$ cat config.mk
export PLATFORM = sky130hd
export DESIGN_NAME = tci2c_target
export DESIGN_NICKNAME = d
export VERILOG_FILES = /design/src/tci2c_pkg.sv /design/src/tci2c_target.sv /design/src/tci2c_sync.sv /design/src/tci2c_ptr.sv
export SDC_FILE = /design/constraint.sdc
export NUM_CORES = 1
export LEC_CHECK = 0
export BUFFER_PORTS_ARGS = -buffer_cell sky130_fd_sc_hd__clkbuf_2
export CAP_MARGIN = 20
export CORE_MARGIN = 2
export CORE_UTILIZATION = 56
export DETAILED_ROUTE_END_ITERATION = 10
export PLACE_DENSITY = 0.88
export SLEW_MARGIN = 5
export SYNTH_ARGS = -nofsm -noshare
export SYNTH_HDL_FRONTEND = slang
export SYNTH_SLANG_ARGS = --single-unit
$ cat constraint.sdc
create_clock -name mclk_in -period 2.6 [get_ports mclk_in]
set_input_delay 0.13 -clock mclk_in [delete_from_list [all_inputs] [get_ports mclk_in]]
set_output_delay 0.13 -clock mclk_in [all_outputs]
set_load 0.01 [all_outputs]
$ cat src/tci2c_pkg.sv
// Shared constants and carrier types for the touch controller I2C target logic.
package tci2c_pkg;
   localparam logic [4:0] TCI2C_ADDR_HI = 5'h12;
   localparam int TCI2C_SYNC_STAGES = 3;
   localparam int TCI2C_BITS_PER_UNIT = 9;
   localparam logic [6:0] TCI2C_CFG_FIRST = 7'h00;
   localparam logic [6:0] TCI2C_CFG_LAST = 7'h0b;
   localparam logic [6:0] TCI2C_OPMODE_REG = 7'h0b;
   localparam logic [6:0] TCI2C_FIFO_PORT = 7'h50;
   localparam logic [6:0] TCI2C_RES_FIRST = 7'h52;
   localparam logic [6:0] TCI2C_RES_LAST = 7'h58;
   localparam logic [6:0] TCI2C_SETUP_FIRST = 7'h6a;
   localparam logic [6:0] TCI2C_SETUP_LAST = 7'h6f;
   localparam logic [6:0] TCI2C_MEAS_FIRST = 7'h70;
   localparam logic [6:0] TCI2C_MEAS_LAST = 7'h7f;
   localparam logic [6:0] TCI2C_XY_CMD = 7'h70;
   localparam logic [6:0] TCI2C_PTR_RESET = 7'h00;
   localparam logic [7:0] TCI2C_EOF_BYTE = 8'hff;
   localparam logic [7:0] TCI2C_UNMAPPED_BYTE = 8'h00;
   localparam logic [3:0] TCI2C_BIT_RESET = 4'h0;
   localparam logic [1:0] TCI2C_FIFO_BYTE_LAST = 2'h3;

   typedef struct packed {
      logic sda_out;
      logic sda_oe;
   } tci2c_sda_drv_s;

   typedef struct packed {
      logic valid;
      logic [6:0] addr;
      logic [7:0] data;
   } tci2c_reg_wr_s;

   typedef struct packed {
      logic valid;
      logic [6:0] code;
   } tci2c_cmd_s;
endpackage : tci2c_pkg

$ cat src/tci2c_target.sv
// I2C target access logic: address match, register writes, pointer reads and FIFO readback.
// Behaviour
// - Answer address 10010 plus strapped pins.
// - Write each address-data pair in turn.
// - Reads return pointer register, then following ones.
// - Pointer advances each byte, ack or not.
// - Result reads saturate at last result register.
// - FIFO port pointer never advances.
// - FIFO block consumed once first byte starts.
// - Shortened read resumes from stored pointer.
// - Streamlined readback can be switched off.
// - Shortened reads stay on FIFO port.
// - Accepted XY command points at X high.
// - Only accepted XY command overwrites pointer.
// - Write leaves pointer at last written register.
// - Conversion command must stand alone.
// - Busy-time conversion commands discarded, pointer kept.
// - Config 00h-0Bh, FIFO port at 50h.
// - Results at 52h-58h, direct mode only.
// - Setup 6Ah-6Fh, measurement 70h-7Fh.
// - Each unit is eight bits plus acknowledge.
// - Command MSB ignored on writes.
// - FIFO oldest first, end marker when empty.
// - Pending result read is tagged invalid.
`timescale 1ns/1ns
module tci2c_target (
   input wire logic mclk_in,
   input wire logic resetn_in,
   input wire logic scl_in,
   input wire logic sda_in,
   output tci2c_pkg::tci2c_sda_drv_s sda_drv_out,
   input wire logic [1:0] addr_sel_in,
   input wire logic stream_en_in,
   input wire logic auto_mode_in,
   input wire logic conv_busy_in,
   output tci2c_pkg::tci2c_reg_wr_s reg_wr_out,
   output tci2c_pkg::tci2c_cmd_s cmd_out,
   output logic [6:0] rd_addr_out,
   input wire logic [7:0] rd_data_in,
   input wire logic rd_pending_in,
   input wire logic fifo_empty_in,
   input wire logic [7:0] fifo_data_in,
   output logic fifo_pop_out,
   output logic fifo_byte_adv_out,
   output logic [6:0] ptr_out
);
   import tci2c_pkg::*;

   typedef enum logic [5:0] {
      ST_IDLE = 6'b000001,
      ST_ADDR = 6'b000010,
      ST_WBYTE = 6'b000100,
      ST_WACK = 6'b001000,
      ST_RBYTE = 6'b010000,
      ST_RACK = 6'b100000
   } tci2c_state_e;

   tci2c_state_e state_ff;
   logic scl_s;
   logic sda_s;
   logic scl_d_ff;
   logic sda_d_ff;
   logic [3:0] bit_cnt_ff;
   logic [7:0] shift_ff;
   logic [7:0] tx_ff;
   logic [6:0] ptr_ff;
   logic [6:0] ptr_inc;
   logic [6:0] wr_addr_ff;
   logic have_addr_ff;
   logic addr_phase_ff;
   logic bytes_ff;
   logic is_cmd_ff;
   logic [6:0] cmd_code_ff;
   logic streamed_ff;
   logic fifo_armed_ff;
   logic [1:0] fifo_idx_ff;
   logic ack_drive_ff;
   logic sda_o_ff;
   logic sda_oe_ff;
   tci2c_reg_wr_s reg_wr_ff;
   tci2c_cmd_s cmd_ff;
   logic pop_ff;
   logic adv_ff;
   logic scl_rise;
   logic scl_fall;
   logic start_cond;
   logic stop_cond;
   logic [7:0] rx_byte;
   logic [7:0] rd_byte;

   function automatic logic in_range(input logic [6:0] a, input logic [6:0] lo,
                                     input logic [6:0] hi);
      in_range = (a >= lo) && (a <= hi);
   endfunction : in_range

   function automatic logic is_conv(input logic [6:0] a);
      is_conv = in_range(a, TCI2C_SETUP_FIRST, TCI2C_SETUP_LAST) ||
                in_range(a, TCI2C_MEAS_FIRST, TCI2C_MEAS_LAST);
   endfunction : is_conv

   tci2c_sync u_scl_sync (
      .mclk_in(mclk_in),
      .resetn_in(resetn_in),
      .async_in(scl_in),
      .sync_out(scl_s)
   );

   tci2c_sync u_sda_sync (
      .mclk_in(mclk_in),
      .resetn_in(resetn_in),
      .async_in(sda_in),
      .sync_out(sda_s)
   );

   tci2c_ptr u_ptr (
      .ptr_in(ptr_ff),
      .nxt_ptr_out(ptr_inc)
   );

   always_ff @(posedge mclk_in) begin
      if (!resetn_in) begin
         scl_d_ff <= 1'b1;
         sda_d_ff <= 1'b1;
      end else begin
         scl_d_ff <= scl_s;
         sda_d_ff <= sda_s;
      end
   end

   assign scl_rise = scl_s && !scl_d_ff;
   assign scl_fall = !scl_s && scl_d_ff;
   assign start_cond = scl_s && scl_d_ff && sda_d_ff && !sda_s;
   assign stop_cond = scl_s && scl_d_ff && !sda_d_ff && sda_s;
   assign rx_byte = {shift_ff[6:0], sda_s};

   // Byte served for the current pointer; unmapped and wrong-mode places read zero.
   always_comb begin
      if (ptr_ff == TCI2C_FIFO_PORT) begin
         if (!auto_mode_in) begin
            rd_byte = TCI2C_UNMAPPED_BYTE;
         end else if (fifo_empty_in && fifo_idx_ff == 2'h0) begin
            rd_byte = TCI2C_EOF_BYTE;
         end else begin
            rd_byte = fifo_data_in;
         end
      end else if (in_range(ptr_ff, TCI2C_RES_FIRST, TCI2C_RES_LAST)) begin
         if (auto_mode_in) begin
            rd_byte = TCI2C_UNMAPPED_BYTE;
         end else if (rd_pending_in) begin
            rd_byte = {rd_data_in[7:1], 1'b1};
         end else begin
            rd_byte = rd_data_in;
         end
      end else if (in_range(ptr_ff, TCI2C_CFG_FIRST, TCI2C_CFG_LAST)) begin
         rd_byte = rd_data_in;
      end else begin
         rd_byte = TCI2C_UNMAPPED_BYTE;
      end
   end

   // Bit and byte framing: eight data bits then one acknowledge slot.
   always_ff @(posedge mclk_in) begin
      if (!resetn_in) begin
         state_ff <= ST_IDLE;
         bit_cnt_ff <= TCI2C_BIT_RESET;
         shift_ff <= 8'h00;
      end else if (start_cond) begin
         state_ff <= ST_ADDR;
         bit_cnt_ff <= TCI2C_BIT_RESET;
      end else if (stop_cond) begin
         state_ff <= ST_IDLE;
      end else if (scl_rise) begin
         case (state_ff)
            ST_ADDR, ST_WBYTE: begin
               shift_ff <= rx_byte;
               bit_cnt_ff <= bit_cnt_ff + 4'h1;
            end
            ST_RBYTE: begin
               bit_cnt_ff <= bit_cnt_ff + 4'h1;
            end
            ST_RACK: begin
               // Only a NACK in the master's slot ends the read; the pointer moves anyway.
               state_ff <= (!ack_drive_ff && sda_s) ? ST_IDLE : ST_RACK;
               bit_cnt_ff <= TCI2C_BIT_RESET;
            end
            default: begin
            end
         endcase
      end else if (scl_fall && bit_cnt_ff == 4'h8) begin
         bit_cnt_ff <= TCI2C_BIT_RESET;
         case (state_ff)
            ST_ADDR: begin
               if (shift_ff[7:1] == {TCI2C_ADDR_HI, addr_sel_in}) begin
                  state_ff <= shift_ff[0] ? ST_RACK : ST_WACK;
               end else begin
                  state_ff <= ST_IDLE;
               end
            end
            ST_WBYTE: state_ff <= ST_WACK;
            ST_RBYTE: state_ff <= ST_RACK;
            default: begin
            end
         endcase
      end else if (scl_fall && state_ff == ST_WACK) begin
         state_ff <= ST_WBYTE;
      end else if (scl_fall && state_ff == ST_RACK) begin
         state_ff <= ST_RBYTE;
      end
   end

   // The address acknowledge of a read enters the acknowledge slot, so the first
   // data byte is loaded on the falling edge that ends it.
   always_ff @(posedge mclk_in) begin
      if (!resetn_in) begin
         ack_drive_ff <= 1'b0;
      end else if (start_cond || stop_cond) begin
         ack_drive_ff <= 1'b0;
      end else if (scl_fall && bit_cnt_ff == 4'h8) begin
         ack_drive_ff <= (state_ff == ST_WBYTE) ||
                         (state_ff == ST_ADDR && shift_ff[7:1] == {TCI2C_ADDR_HI, addr_sel_in});
      end else if (scl_fall) begin
         ack_drive_ff <= 1'b0;
      end
   end

   // Write phase: register address, then data, alternating.
   always_ff @(posedge mclk_in) begin
      if (!resetn_in) begin
         addr_phase_ff <= 1'b1;
         have_addr_ff <= 1'b0;
         bytes_ff <= 1'b0;
         is_cmd_ff <= 1'b0;
         cmd_code_ff <= 7'h00;
         wr_addr_ff <= 7'h00;
         reg_wr_ff <= '0;
      end else begin
         reg_wr_ff.valid <= 1'b0;
         if (start_cond) begin
            addr_phase_ff <= 1'b1;
            bytes_ff <= 1'b0;
            is_cmd_ff <= 1'b0;
         end else if (stop_cond) begin
            have_addr_ff <= 1'b0;
         end else if (scl_fall && bit_cnt_ff == 4'h8 && state_ff == ST_WBYTE) begin
            if (addr_phase_ff) begin
               wr_addr_ff <= shift_ff[6:0];
               have_addr_ff <= 1'b1;
               is_cmd_ff <= is_conv(shift_ff[6:0]) && !bytes_ff;
               cmd_code_ff <= shift_ff[6:0];
               addr_phase_ff <= is_conv(shift_ff[6:0]);
            end else begin
               reg_wr_ff.valid <= 1'b1;
               reg_wr_ff.addr <= wr_addr_ff;
               reg_wr_ff.data <= shift_ff;
               addr_phase_ff <= 1'b1;
            end
            bytes_ff <= 1'b1;
         end
      end
   end

   // A conversion code is issued at stop, only if it stood alone.
   always_ff @(posedge mclk_in) begin
      if (!resetn_in) begin
         cmd_ff <= '0;
      end else begin
         cmd_ff.valid <= stop_cond && is_cmd_ff && !conv_busy_in;
         cmd_ff.code <= cmd_code_ff;
      end
   end

   // Pointer: set by writes, the XY command and full reads; advanced per read byte.
   always_ff @(posedge mclk_in) begin
      if (!resetn_in) begin
         ptr_ff <= TCI2C_PTR_RESET;
         streamed_ff <= 1'b0;
      end else begin
         if (reg_wr_ff.valid) begin
            ptr_ff <= reg_wr_ff.addr;
         end else if (stop_cond && is_cmd_ff) begin
            if (!conv_busy_in && cmd_code_ff == TCI2C_XY_CMD) begin
               ptr_ff <= TCI2C_RES_FIRST;
            end
         end else if (scl_fall && bit_cnt_ff == 4'h8 && state_ff == ST_WBYTE && addr_phase_ff
                      && !is_conv(shift_ff[6:0])) begin
            ptr_ff <= shift_ff[6:0];
         end else if (scl_rise && state_ff == ST_RACK && !ack_drive_ff) begin
            ptr_ff <= ptr_inc;
         end
         if (start_cond) begin
            streamed_ff <= 1'b0;
         end else if (scl_fall && bit_cnt_ff == 4'h8 && state_ff == ST_ADDR && shift_ff[0]) begin
            streamed_ff <= !have_addr_ff;
         end
      end
   end

   // Transmit shifter; a disabled streamlined read returns unmapped data.
   always_ff @(posedge mclk_in) begin
      if (!resetn_in) begin
         tx_ff <= 8'h00;
         sda_o_ff <= 1'b1;
         sda_oe_ff <= 1'b0;
      end else if (start_cond || stop_cond) begin
         sda_oe_ff <= 1'b0;
      end else if (scl_fall) begin
         if ((state_ff == ST_ADDR || state_ff == ST_WBYTE) && bit_cnt_ff == 4'h8) begin
            sda_o_ff <= 1'b0;
            sda_oe_ff <= ack_drive_next();
         end else if (state_ff == ST_RACK) begin
            if (streamed_ff && !stream_en_in) begin
               tx_ff <= {TCI2C_UNMAPPED_BYTE[6:0], 1'b0};
               sda_o_ff <= 1'b0;
            end else begin
               tx_ff <= {rd_byte[6:0], 1'b0};
               sda_o_ff <= rd_byte[7];
            end
            sda_oe_ff <= 1'b1;
         end else if (state_ff == ST_RBYTE && bit_cnt_ff < 4'h8) begin
            sda_o_ff <= tx_ff[7];
            tx_ff <= {tx_ff[6:0], 1'b0};
            sda_oe_ff <= 1'b1;
         end else begin
            sda_oe_ff <= 1'b0;
         end
      end
   end

   function automatic logic ack_drive_next();
      ack_drive_next = (state_ff == ST_WBYTE) ||
                       (shift_ff[7:1] == {TCI2C_ADDR_HI, addr_sel_in});
   endfunction : ack_drive_next

   // FIFO block bookkeeping: the block is popped on the first bit of its first byte.
   always_ff @(posedge mclk_in) begin
      if (!resetn_in) begin
         fifo_idx_ff <= 2'h0;
         fifo_armed_ff <= 1'b0;
         pop_ff <= 1'b0;
         adv_ff <= 1'b0;
      end else begin
         pop_ff <= 1'b0;
         adv_ff <= 1'b0;
         if (state_ff == ST_RACK && scl_fall) begin
            fifo_armed_ff <= ptr_ff == TCI2C_FIFO_PORT && auto_mode_in && !fifo_empty_in;
         end
         if (fifo_armed_ff && state_ff == ST_RBYTE && scl_rise && bit_cnt_ff == 4'h0) begin
            fifo_armed_ff <= 1'b0;
            if (fifo_idx_ff == 2'h0) begin
               pop_ff <= 1'b1;
            end
         end
         if (state_ff == ST_RBYTE && scl_fall && bit_cnt_ff == 4'h8
             && ptr_ff == TCI2C_FIFO_PORT && auto_mode_in) begin
            adv_ff <= 1'b1;
            fifo_idx_ff <= (fifo_idx_ff == TCI2C_FIFO_BYTE_LAST) ? 2'h0 : fifo_idx_ff + 2'h1;
         end
         if (start_cond && fifo_idx_ff != 2'h0) begin
            fifo_idx_ff <= 2'h0;
         end
      end
   end

   assign sda_drv_out.sda_out = sda_o_ff;
   assign sda_drv_out.sda_oe = sda_oe_ff;
   assign reg_wr_out = reg_wr_ff;
   assign cmd_out = cmd_ff;
   assign rd_addr_out = ptr_ff;
   assign fifo_pop_out = pop_ff;
   assign fifo_byte_adv_out = adv_ff;
   assign ptr_out = ptr_ff;
endmodule : tci2c_target

$ cat src/tci2c_sync.sv
// Three-stage input synchroniser that passes a change once stages two and three agree.
`timescale 1ns/1ns
module tci2c_sync (
   input wire logic mclk_in,
   input wire logic resetn_in,
   input wire logic async_in,
   output logic sync_out
);
   import tci2c_pkg::*;
   logic [TCI2C_SYNC_STAGES-1:0] stage_ff;
   logic level_ff;

   always_ff @(posedge mclk_in) begin
      if (!resetn_in) begin
         stage_ff <= '1;
      end else begin
         stage_ff <= {stage_ff[TCI2C_SYNC_STAGES-2:0], async_in};
      end
   end

   // Idle bus level is high, so the held level starts high.
   always_ff @(posedge mclk_in) begin
      if (!resetn_in) begin
         level_ff <= 1'b1;
      end else if (stage_ff[1] == stage_ff[2]) begin
         level_ff <= stage_ff[2];
      end
   end

   assign sync_out = level_ff;
endmodule : tci2c_sync

$ cat src/tci2c_ptr.sv
// Next-pointer arithmetic for read advance, with saturation and a fixed FIFO port.
`timescale 1ns/1ns
module tci2c_ptr (
   input wire logic [6:0] ptr_in,
   output logic [6:0] nxt_ptr_out
);
   import tci2c_pkg::*;

   always_comb begin
      if (ptr_in == TCI2C_FIFO_PORT) begin
         nxt_ptr_out = ptr_in;
      end else if (ptr_in == TCI2C_RES_LAST) begin
         nxt_ptr_out = ptr_in;
      end else if (ptr_in == TCI2C_CFG_LAST) begin
         nxt_ptr_out = ptr_in;
      end else begin
         nxt_ptr_out = ptr_in + 7'h01;
      end
   end
endmodule : tci2c_ptr

Word level (Yosys, flattened, before mapping)
Cells that the tools add are included.
- reduce and logical (&&, ||, !) cells: 90
- multiply operators: 0
- mux-type cells: 49
- divide/modulo/power cells: 0
- bitwise operators: 7
- shift operators: 0
- magnitude comparators: 9
- equal/unequal tests: 23
- $add $sub $neg: 3
- operators by type and width (operator ; count):
    $mux 8 ; 9
    $mux 7 ; 8
    $mux 6 ; 8
    $logic_and 1x1->1 ; 41
    $eq 7x7->1 const B ; 3
    $ge 7x7->1 const B ; 3
    $le 7x7->1 const B ; 3
    $pmux 6 s3 ; 1
    $reduce_and 3->1 ; 6
    $mux 1 ; 16
    $mux 16 ; 1
    $reduce_and 4->1 ; 4
    $reduce_bool 2->1 ; 6
    $logic_not 1->1 ; 11
    $reduce_or 2->1 ; 5
    $mux 4 ; 2
    $ne 4x4->1 const B ; 2
    $pmux 4 s2 ; 1
    $reduce_bool 4->1 ; 2
    $add 7x1->7 const B ; 1
    $eq 7x4->1 const B ; 1
    $eq 7x7->1 ; 1
    $ge 7x1->1 const B ; 1
    $le 7x4->1 const B ; 1
    28 further kinds ; 44
- bits in latches: 0
- ROM bits: 0
- memories: 0
- flip-flop bits (word level): 87
- memory bits (writable): 0
- output and inout bits: 42

Depth between registers and ports, before layout
Gate-level depths: netlist of the first run.
- word-level depth: 9
- gate-level depth with buffers: 9
- gate-level depth less buffers: 8

By module
Synthesis of the first run repeated with hierarchy kept, for this count alone.
- cells, all modules: 496
- area total of the unflattened synthesis: 4124.0 um^2
- modules (own cells, without submodules) (module ; area each (um^2) ; cells each ; times used):
    tci2c_target ; 3719.8 ; 453 ; 1
    tci2c_sync ; 112.6 ; 10 ; 2
    tci2c_ptr ; 178.9 ; 23 ; 1

Worst setup path after synthesis of the first run
No wires, ideal clock.
- path type: register to register
- start point: register bit_cnt_ff[0]
- end point: register state_ff[0]
- arrival: 1.818 ns
- stages on the path, launching flop included: 9
- period minus slack after synthesis: 1.933 ns
- setup time: 0.115 ns
- data required time: 2.485 ns
- setup slack: 0.667 ns
- cell sequence: dfxtp_1 inv_1 ha_1 nand3b_1 nor2_2 or2_2 o221ai_4 o21ai_0 a21bo_2
- cells in the longest elaborated chain, start to end: 6
- ends and longest elaborated chain (item ; RTL line ; text):
    start: declaration ; tci2c_target.sv:63 ; logic [3:0] bit_cnt_ff;
    start signal: assignment ; tci2c_target.sv:176 ; bit_cnt_ff <= bit_cnt_ff + 4'h1;
    start signal: assignment ; tci2c_target.sv:179 ; bit_cnt_ff <= bit_cnt_ff + 4'h1;
    $eq 4x4->1 * ; tci2c_target.sv:189 ; end else if (scl_fall && bit_cnt_ff == 4'h8) begin
    $logic_and 1x1->1 * ; tci2c_target.sv:189 ;
    $mux 6 ; tci2c_target.sv:189 ;
    $mux 6 ; tci2c_target.sv:172 ; end else if (scl_rise) begin
    $mux 2 ; tci2c_target.sv:170 ; end else if (stop_cond) begin
    $mux 2 ; tci2c_target.sv:167 ; end else if (start_cond) begin
    end signal: assignment ; tci2c_target.sv:183 ; state_ff <= (!ack_drive_ff && sda_s) ? ST_IDLE : ST_RACK;
    end signal: assignment ; tci2c_target.sv:194 ; state_ff <= shift_ff[0] ? ST_RACK : ST_WACK;
    end: declaration ; tci2c_target.sv:58 ; tci2c_state_e state_ff;
Mark *: on every way between the ends. The rest lies on a longest branch, timed or not.
A chain may end at the register's enable or synchronous reset.

Worst setup path in the final report of the first run
- start point: register state_ff[1]
- end point: register ptr_ff[3] (netlist: ptr_out[3])
- cells in the longest elaborated chain, start to end: 7
- ends and longest elaborated chain (item ; RTL line ; text):
    branches (longest 7 deep; another with $eq 6x3->1) ; n/a ;
    end signal: assignment ; tci2c_target.sv:279 ; ptr_ff <= reg_wr_ff.addr;
    end signal: assignment ; tci2c_target.sv:286 ; ptr_ff <= shift_ff[6:0];
    end signal: assignment ; tci2c_target.sv:288 ; ptr_ff <= ptr_inc;
    end: declaration ; tci2c_target.sv:66 ; logic [6:0] ptr_ff;
Parallel ways; which one is timed is not known.

==> results of run 1 <==
stage by stage:
step | power, uW | hold slack (ns) | area, um2 | cells
after global routing | 2426 | 0.06922 | 4791 | 649
after CTS | 2359 | 0.05923 | 4791 | 649
after global placement | 1416 | 0.3142 | 4563 | 630
final | 2348 | 0.06729 | 4791 | 649
after detailed placement | 1418 | 0.3151 | 4563 | 630
after floorplan | 1388 | 0.2315 | 4229 | 488
cells in the final DEF, fill, tap and decap left out, types with 3 or more instances in the layout:
cell           netlist  routed
xor2_1               7       7
mux2i_1             13      13
nand3_1             18      18
and4b_1              3       3
a21o_1               5       5
and2_1               6       6
a21boi_1             9       9
nand2b_1            11      11
nor2b_1             12      12
o21ai_0             22      22
xnor2_1              4       4
nand4_1              4       4
nor4_4               3       3
and3_1               3       3
clkbuf_2             0      68
o31ai_1              3       3
nor3_1               4       4
inv_1               24      24
nor2_1              38      38
dlygate4sd3_1        0       3
ha_1                 7       7
nand2_1             61      61
o22ai_1              5       5
a211oi_1             3       3
or3_1                3       3
nor2_2               3       3
dfxtp_1             86      86
clkbuf_8             0       9
nand2_2             10      10
a21boi_0             7       7
clkinvlp_4           0       3
buf_4                9       7
a21oi_1             22      22
and3b_1              4       4
a21oi_2              4       4
nand3b_1             3       3
worst reg2reg max path: stages (launching register included):
cell and delay [ns]:
dfxtp_1 0.40, nor4_4 0.42, nand3b_2 0.34, nor4_1 0.51
or2_1 0.29, o211ai_1 0.12, o211a_1 0.15
Yosys cell counts, types with 4 or more instances:
master,instances
o21ai_0,22
buf_2,5
a21boi_0,7
nand2_1,61
a21oi_1,22
nor2b_1,12
xor2_1,7
nand2_2,10
xnor2_1,4
dfxtp_1,86
nor3_1,4
buf_4,9
nor2_1,38
o22ai_1,5
nand2b_1,11
ha_1,7
nand4_1,4
nand3_1,18
clkbuf_1,14
a21o_1,5
and3b_1,4
inv_1,24
a21boi_1,9
mux2i_1,13
and2_1,6
a21oi_2,4
sequential cells by signal, summed over array words and instances (netlist names), 4 cells and up:
register and cells:
bit_cnt_ff 4, cmd_code_ff 7, cmd_out 8, ptr_out 7
reg_wr_out 16, shift_ff 8, state_ff 6, tx_ff 7
cell families (layout without fill, tap and decap cells):
logic type,Yosys count,in the layout,synth area share [%]
AOI/OAI and AO/OA,107,107,17.63
adders and majority gates,7,7,2.071
xor gates and xnor gates,11,11,2.278
muxes,14,14,3.343
DFF,86,86,40.71
buffers and inverters,56,118,6.449
and+or+nand+nor,207,207,27.51
cell type report:
class	count	area, um2
Fill cell	645	2501
Multi-Input combinational cell	346	2235
Sequential cell	86	1722
Timing Repair Buffer	78	422.9
Clock buffer	10	127.6
Tap cell	99	123.9
Inverter	24	90.09
Clock inverter	6	70.07
worst max path at each step:
| stage | startpoint | endpoint | slack, ns | cells past startpoint |
|---|---|---|---|---|
| floorplan | bit_cnt_ff[0] | state_ff[0] | 0.67 | 8 |
| finish | state_ff[1] | ptr_out[3] | 0.27 | 6 |
| global placement | state_ff[1] | ptr_out[2] | 0.47 | 6 |
| detailed placement | state_ff[1] | ptr_out[3] | 0.37 | 6 |
| CTS | state_ff[1] | ptr_out[3] | 0.33 | 6 |
| global route | state_ff[1] | ptr_out[0] | 0.09 | 6 |
per-layer routing:
layer  global-route usage [%]  routed length, um
met1                    29.85               4198
met2                    41.85               4709
met3                    5.760                646
met4                    7.702                155
met5                        0                  0
timing repair:
action | 4_1_cts | 5_1_grt
endpoints found under the setup margin | 0 | 0
hold buffers | 3 | 0
hold endpoints to repair | 3 | 0
power by group:
group / switching (uW) / total, uW / internal (uW)
Combinational: 36.0 / 68.9 / 32.9
Sequential: 2.23 / 1320 / 1320
Clock: 506 / 957 / 451
==> flow_metrics.tcl, run 1 <==
set metrics [dict create \
    outcome "finished clean" \
    timing.rr.end "ptr_out[3]" \
    criticalPathCategory "flop to flop" \
    rows 31 \
    hold_class "primary input to flop" \
    first_global_vias 3496 \
    holdPathEnd "tx_ff[3]" \
    synthCells 488 \
    synth_edf_count 0 \
    r2r_slack_ns 0.27 \
    drt_iter0_drc 320 \
    final_util_pct 65.70 \
    worst_path_max_delay_cell "nor4_1" \
    synthDominantCellAreaShare_pct 40.71 \
    skew_ns 0.01144 \
    synth-seq-cells 86 \
    p_leak_uw 0.002061 \
    cts_max_path_buffers 2 \
    cts_max_level 3 \
    synth_area_per_cell_um2 8.666 \
    via_count 3698 \
    routedWlPerCell_um 14.96 \
    min_path_cells 3 \
    min-delay-start "rd_data_in[2]" \
    period_minus_slack_ns 2.333 \
    worst_setup_hold_path_clk_slew_ns 0.09 \
    r2r-start "state_ff[1]" \
    timing.slew.headroom_pct 39.33 \
    root_buffer "clkbuf_8" \
    hold_violations 0 \
    areaGrowthSynthToFinish_pct 13.28 \
    coreArea_mm2 0.007292 \
    yosysTopAreaCell "dfxtp_1" \
    fin_crit_sh_pct 89.74 \
    cp.required_ns 2.86 \
    cts-buffers-inserted 9 \
    via_per_inst 5.698 \
    postCtsSetupBuffers 0 \
    grt_max_degree 47 \
    setup-tns-final_ns 0 \
    arrival_ns 2.59 \
    fmax_mhz 428.6 \
    setup_violations 0 \
    die_w_um 90.90 \
    synthTopCellsByArea "dfxtp_1 41%, nand2_1 5.4%, nor2_1 3.4%" \
    overflow 0 \
    drt_pass1_iterations 5 \
    tightest_slew_ns 0.9005 \
    pwr_density_cell_mw_per_mm2 490.1 \
    initial_core_util_pct 58.00 \
    path_max_fanout 14 \
    place.gp.congestion 0.9411 \
    syn_area_mm2 0.004229 \
    ys_types 75 \
    grt_usage_pct 24.25 \
    ys.flop_type "dfxtp_1" \
    ys_warn_count 0 \
    drive_gt1_share_pct 22.55 \
    ctsResizeCount 0 \
    postRouteAntennaNets 0 \
    max_stage_delay_ns 0.51 \
    irDropWorstVdd_mv 0.3909 \
    crit_family "simple AND/OR/NAND/NOR gates" \
    cp-start-kind "flop" \
    cts_tree "built" \
    pin_count 69 \
    cap_violations 0 \
    dpl.hpwl_mm 7.068 \
    drc 0 \
    die_y_um 90.90 \
    die_area_mm2 0.008263 \
    io_buffers 68 \
    r2r_cells 6 \
    synth-async-reset-ratio_pct 0 \
    clock_sinks 86 \
    seq_area_frac_synth_pct 40.71 \
    layout_setup_ws_ns 0.2666 \
    diodes 0 \
    slew_viol_final 0 \
    clock_latency_ns 0.37 \
    path_cells "nor4_4, nand3b_2, nor4_1, or2_1, o211ai_1, o211a_1" \
    nNetsFinal 579 \
    grt_first_pass_wirelength_mm 16.35 \
    grt_setup_unrepaired "false" \
    drt-total-wl_mm 9.708 \
    dp_slack_ns 0.3670 \
    antenna_found_initial 0 \
    cp-end-kind "flop" \
    syn_nets 522 \
    crit_buf_inv 0 \
]
No activity file was read; power rests on OpenSTA's default activity.
==> inputs of run 2 (changes only) <==
- ABC_AREA: default -> 1
- CORE_UTILIZATION: 56 -> 43
- CTS_CLUSTER_DIAMETER: default -> 50
- PLACE_DENSITY: 0.88 -> 0.72
==> run 2 against run 1 <==
Hold slack improved by 0.029 ns. Sequential share of layout area shrank 0.62 points. Register-to-register slack improved by 0.09 ns. Synthesized cell count rose by 29%. Final cell count rose by 27%. Routed wire length is 5.5% higher. Critical endpoint is now reg_wr_out[11]. Largest power group unchanged. Highest routed layer unchanged.
==> flow_metrics.tcl, run 2 <==
set metrics [dict create \
    yosysMostFrequentCell "nand2_1" \
    hold_class "primary input to flop" \
    total_power_uw 2336 \
    p_leak_uw 0.002341 \
    ys_types 35 \
    min_path_cells 4 \
    final_util_pct 50.10 \
    synth_edf_count 0 \
    cts_tree "built" \
    via_per_inst 4.939 \
    io_buffers 68 \
    yosysTopAreaCell "dfxtp_1" \
    r2r_cells 9 \
    synthDominantCellAreaShare_pct 40.27 \
    outcome "finished clean" \
    multi_input_area_mm2 0.002043 \
    cap_violations 0 \
    areaGrowthSynthToFinish_pct 14.02 \
    n_fill_cell 992 \
    setup-tns-final_ns 0 \
    regArea_mm2 0.001722 \
    antenna_found_initial 0 \
    cp-end-kind "flop" \
    postRouteAntennaNets 0 \
    cp.required_ns 2.85 \
    cts-buffers-inserted 9 \
    nNetsFinal 722 \
    synth-async-reset-ratio_pct 0 \
    cp-start-kind "flop" \
    coreArea_mm2 0.009729 \
    worst_setup_hold_path_clk_slew_ns 0.10 \
    final_common_cell "nand2_1" \
    cts_max_level 3 \
    postCtsSetupBuffers 0 \
    pwr_density_cell_mw_per_mm2 479.3 \
    irDropWorstVdd_mv 0.2980 \
    synth_area_per_cell_um2 6.797 \
    dpl_cell_area_mm2 0.004651 \
    initial_core_util_pct 43.94 \
    grt_first_pass_wirelength_mm 17.42 \
    setup_violations 0 \
    clock_latency_ns 0.36 \
    first_global_vias 3843 \
    seq_area_frac_synth_pct 40.27 \
    drt_pass1_iterations 5 \
    place.gp.congestion 0.9697 \
    timing.slew.headroom_pct 51.78 \
    ys_warn_count 0 \
    hold_violations 0 \
    syn_area_mm2 0.004275 \
    routedWlPerCell_um 12.40 \
    arrival_ns 2.48 \
    largest_register_ffs 16 \
    ctsResizeCount 0 \
    synthCells 629 \
    ys.flop_type "dfxtp_1" \
    skew_ns 0.01369 \
    criticalPathCategory "flop to flop" \
    drt-total-wl_mm 10.24 \
    diodes 0 \
    clock_sinks 86 \
    period_minus_slack_ns 2.239 \
    drt_iter0_drc 174 \
    rows 36 \
    synth-seq-cells 86 \
    slew_viol_final 0 \
    die_y_um 103.7 \
    die_w_um 103.7 \
    tightest_slew_ns 0.7215 \
    fmax_mhz 446.7 \
    synth_commonest_cells "142 x nand2_1, 94 x inv_1, 86 x dfxtp_1" \
    grt_max_degree 51 \
    pin_count 69 \
    synthTopCellsByArea "dfxtp_1 40%, nand2_1 12%, inv_1 8.3%" \
    fin_crit_sh_pct 86.10 \
    drive_gt1_share_pct 15.30 \
    dpl.hpwl_mm 7.690 \
    syn_nets 663 \
    overflow 0 \
    via_count 4080 \
    grt_setup_unrepaired "false" \
    path_max_fanout 28 \
    fin_area_mm2 0.004875 \
    whs_ns 0.09612 \
    cts_max_path_buffers 2 \
    root_buffer "clkbuf_8" \
    final_cell_mix "142 x nand2_1, 94 x inv_1, 86 x dfxtp_1" \
    die_area_mm2 0.01076 \
    drc 0 \
    grt_usage_pct 19.54 \
]
-- run 2: where the power goes --
part           internal (uW)  switching (uW)  total [uW]  leakage, uW
registers               1320            2.01        1320     0.000694
logic                   34.1            47.8        81.9      0.00155
clock network            381             551         932    0.0000981
-- run 2: kinds of logic (layout without fill, tap and decap cells) --
kind of cell,count (synthesis),after routing,synth area share (%)
AO/OA/AOI/OAI,122,122,15.10
adder cells (fa/ha/maj),7,7,2.048
XOR/XNOR,4,4,0.8193
buffers and inverters,121,185,11.94
flip-flops,86,86,40.27
AND/OR/NAND/NOR,289,289,29.82
-- run 2: area by class of cell --
class | instances | area share, %
Clock buffer | 9 | 2.541
Clock inverter | 7 | 1.437
Inverter | 95 | 7.315
Multi-Input combinational cell | 422 | 41.91
Sequential cell | 86 | 35.32
Tap cell | 133 | 3.414
Timing Repair Buffer | 74 | 8.060
-- run 2: metrics by stage --
stage | instances | setup WS, ns
5_1_grt | 826 | 0.1302
6_report | 826 | 0.3613
3_3_place_gp | 807 | 0.5232
3_5_place_dp | 807 | 0.3898
4_1_cts | 826 | 0.3656
2_1_floorplan | 629 | 0.8884
-- run 2: path summary, 6_finish.rpt --
kind | from | endpoint | slack (ns)
hold / removal | fifo_empty_in | fifo_armed_ff | 0.1
setup reg to reg | bit_cnt_ff[0] | reg_wr_out[11] | 0.36
hold reg to reg | u_sda_sync.stage_ff[0] | u_sda_sync.stage_ff[1] | 0.42
setup / recovery | bit_cnt_ff[0] | reg_wr_out[11] | 0.36
-- run 2: critical path: stages (launching register included) --
cell     delay (ns)
dfxtp_1        0.35
inv_1          0.08
ha_1           0.14
inv_1          0.03
nor2_1         0.23
nand3_4        0.21
nor2_8         0.19
nand2_1        0.44
o21ai_0        0.38
a21oi_1        0.07
-- run 2: per-layer routing --
| layer | GRT usage, % | share of wire, % |
|---|---|---|
| met5 | 0 | 0 |
| met4 | 7.915 | 2.4 |
| met2 | 32.40 | 48 |
| met1 | 25.03 | 45 |
| met3 | 3.776 | 5.4 |
-- run 2: repair_timing --
action,in CTS,in global routing
endpoints found under the setup margin,0,0
hold buffers,3,0
endpoints found under the hold margin,3,0
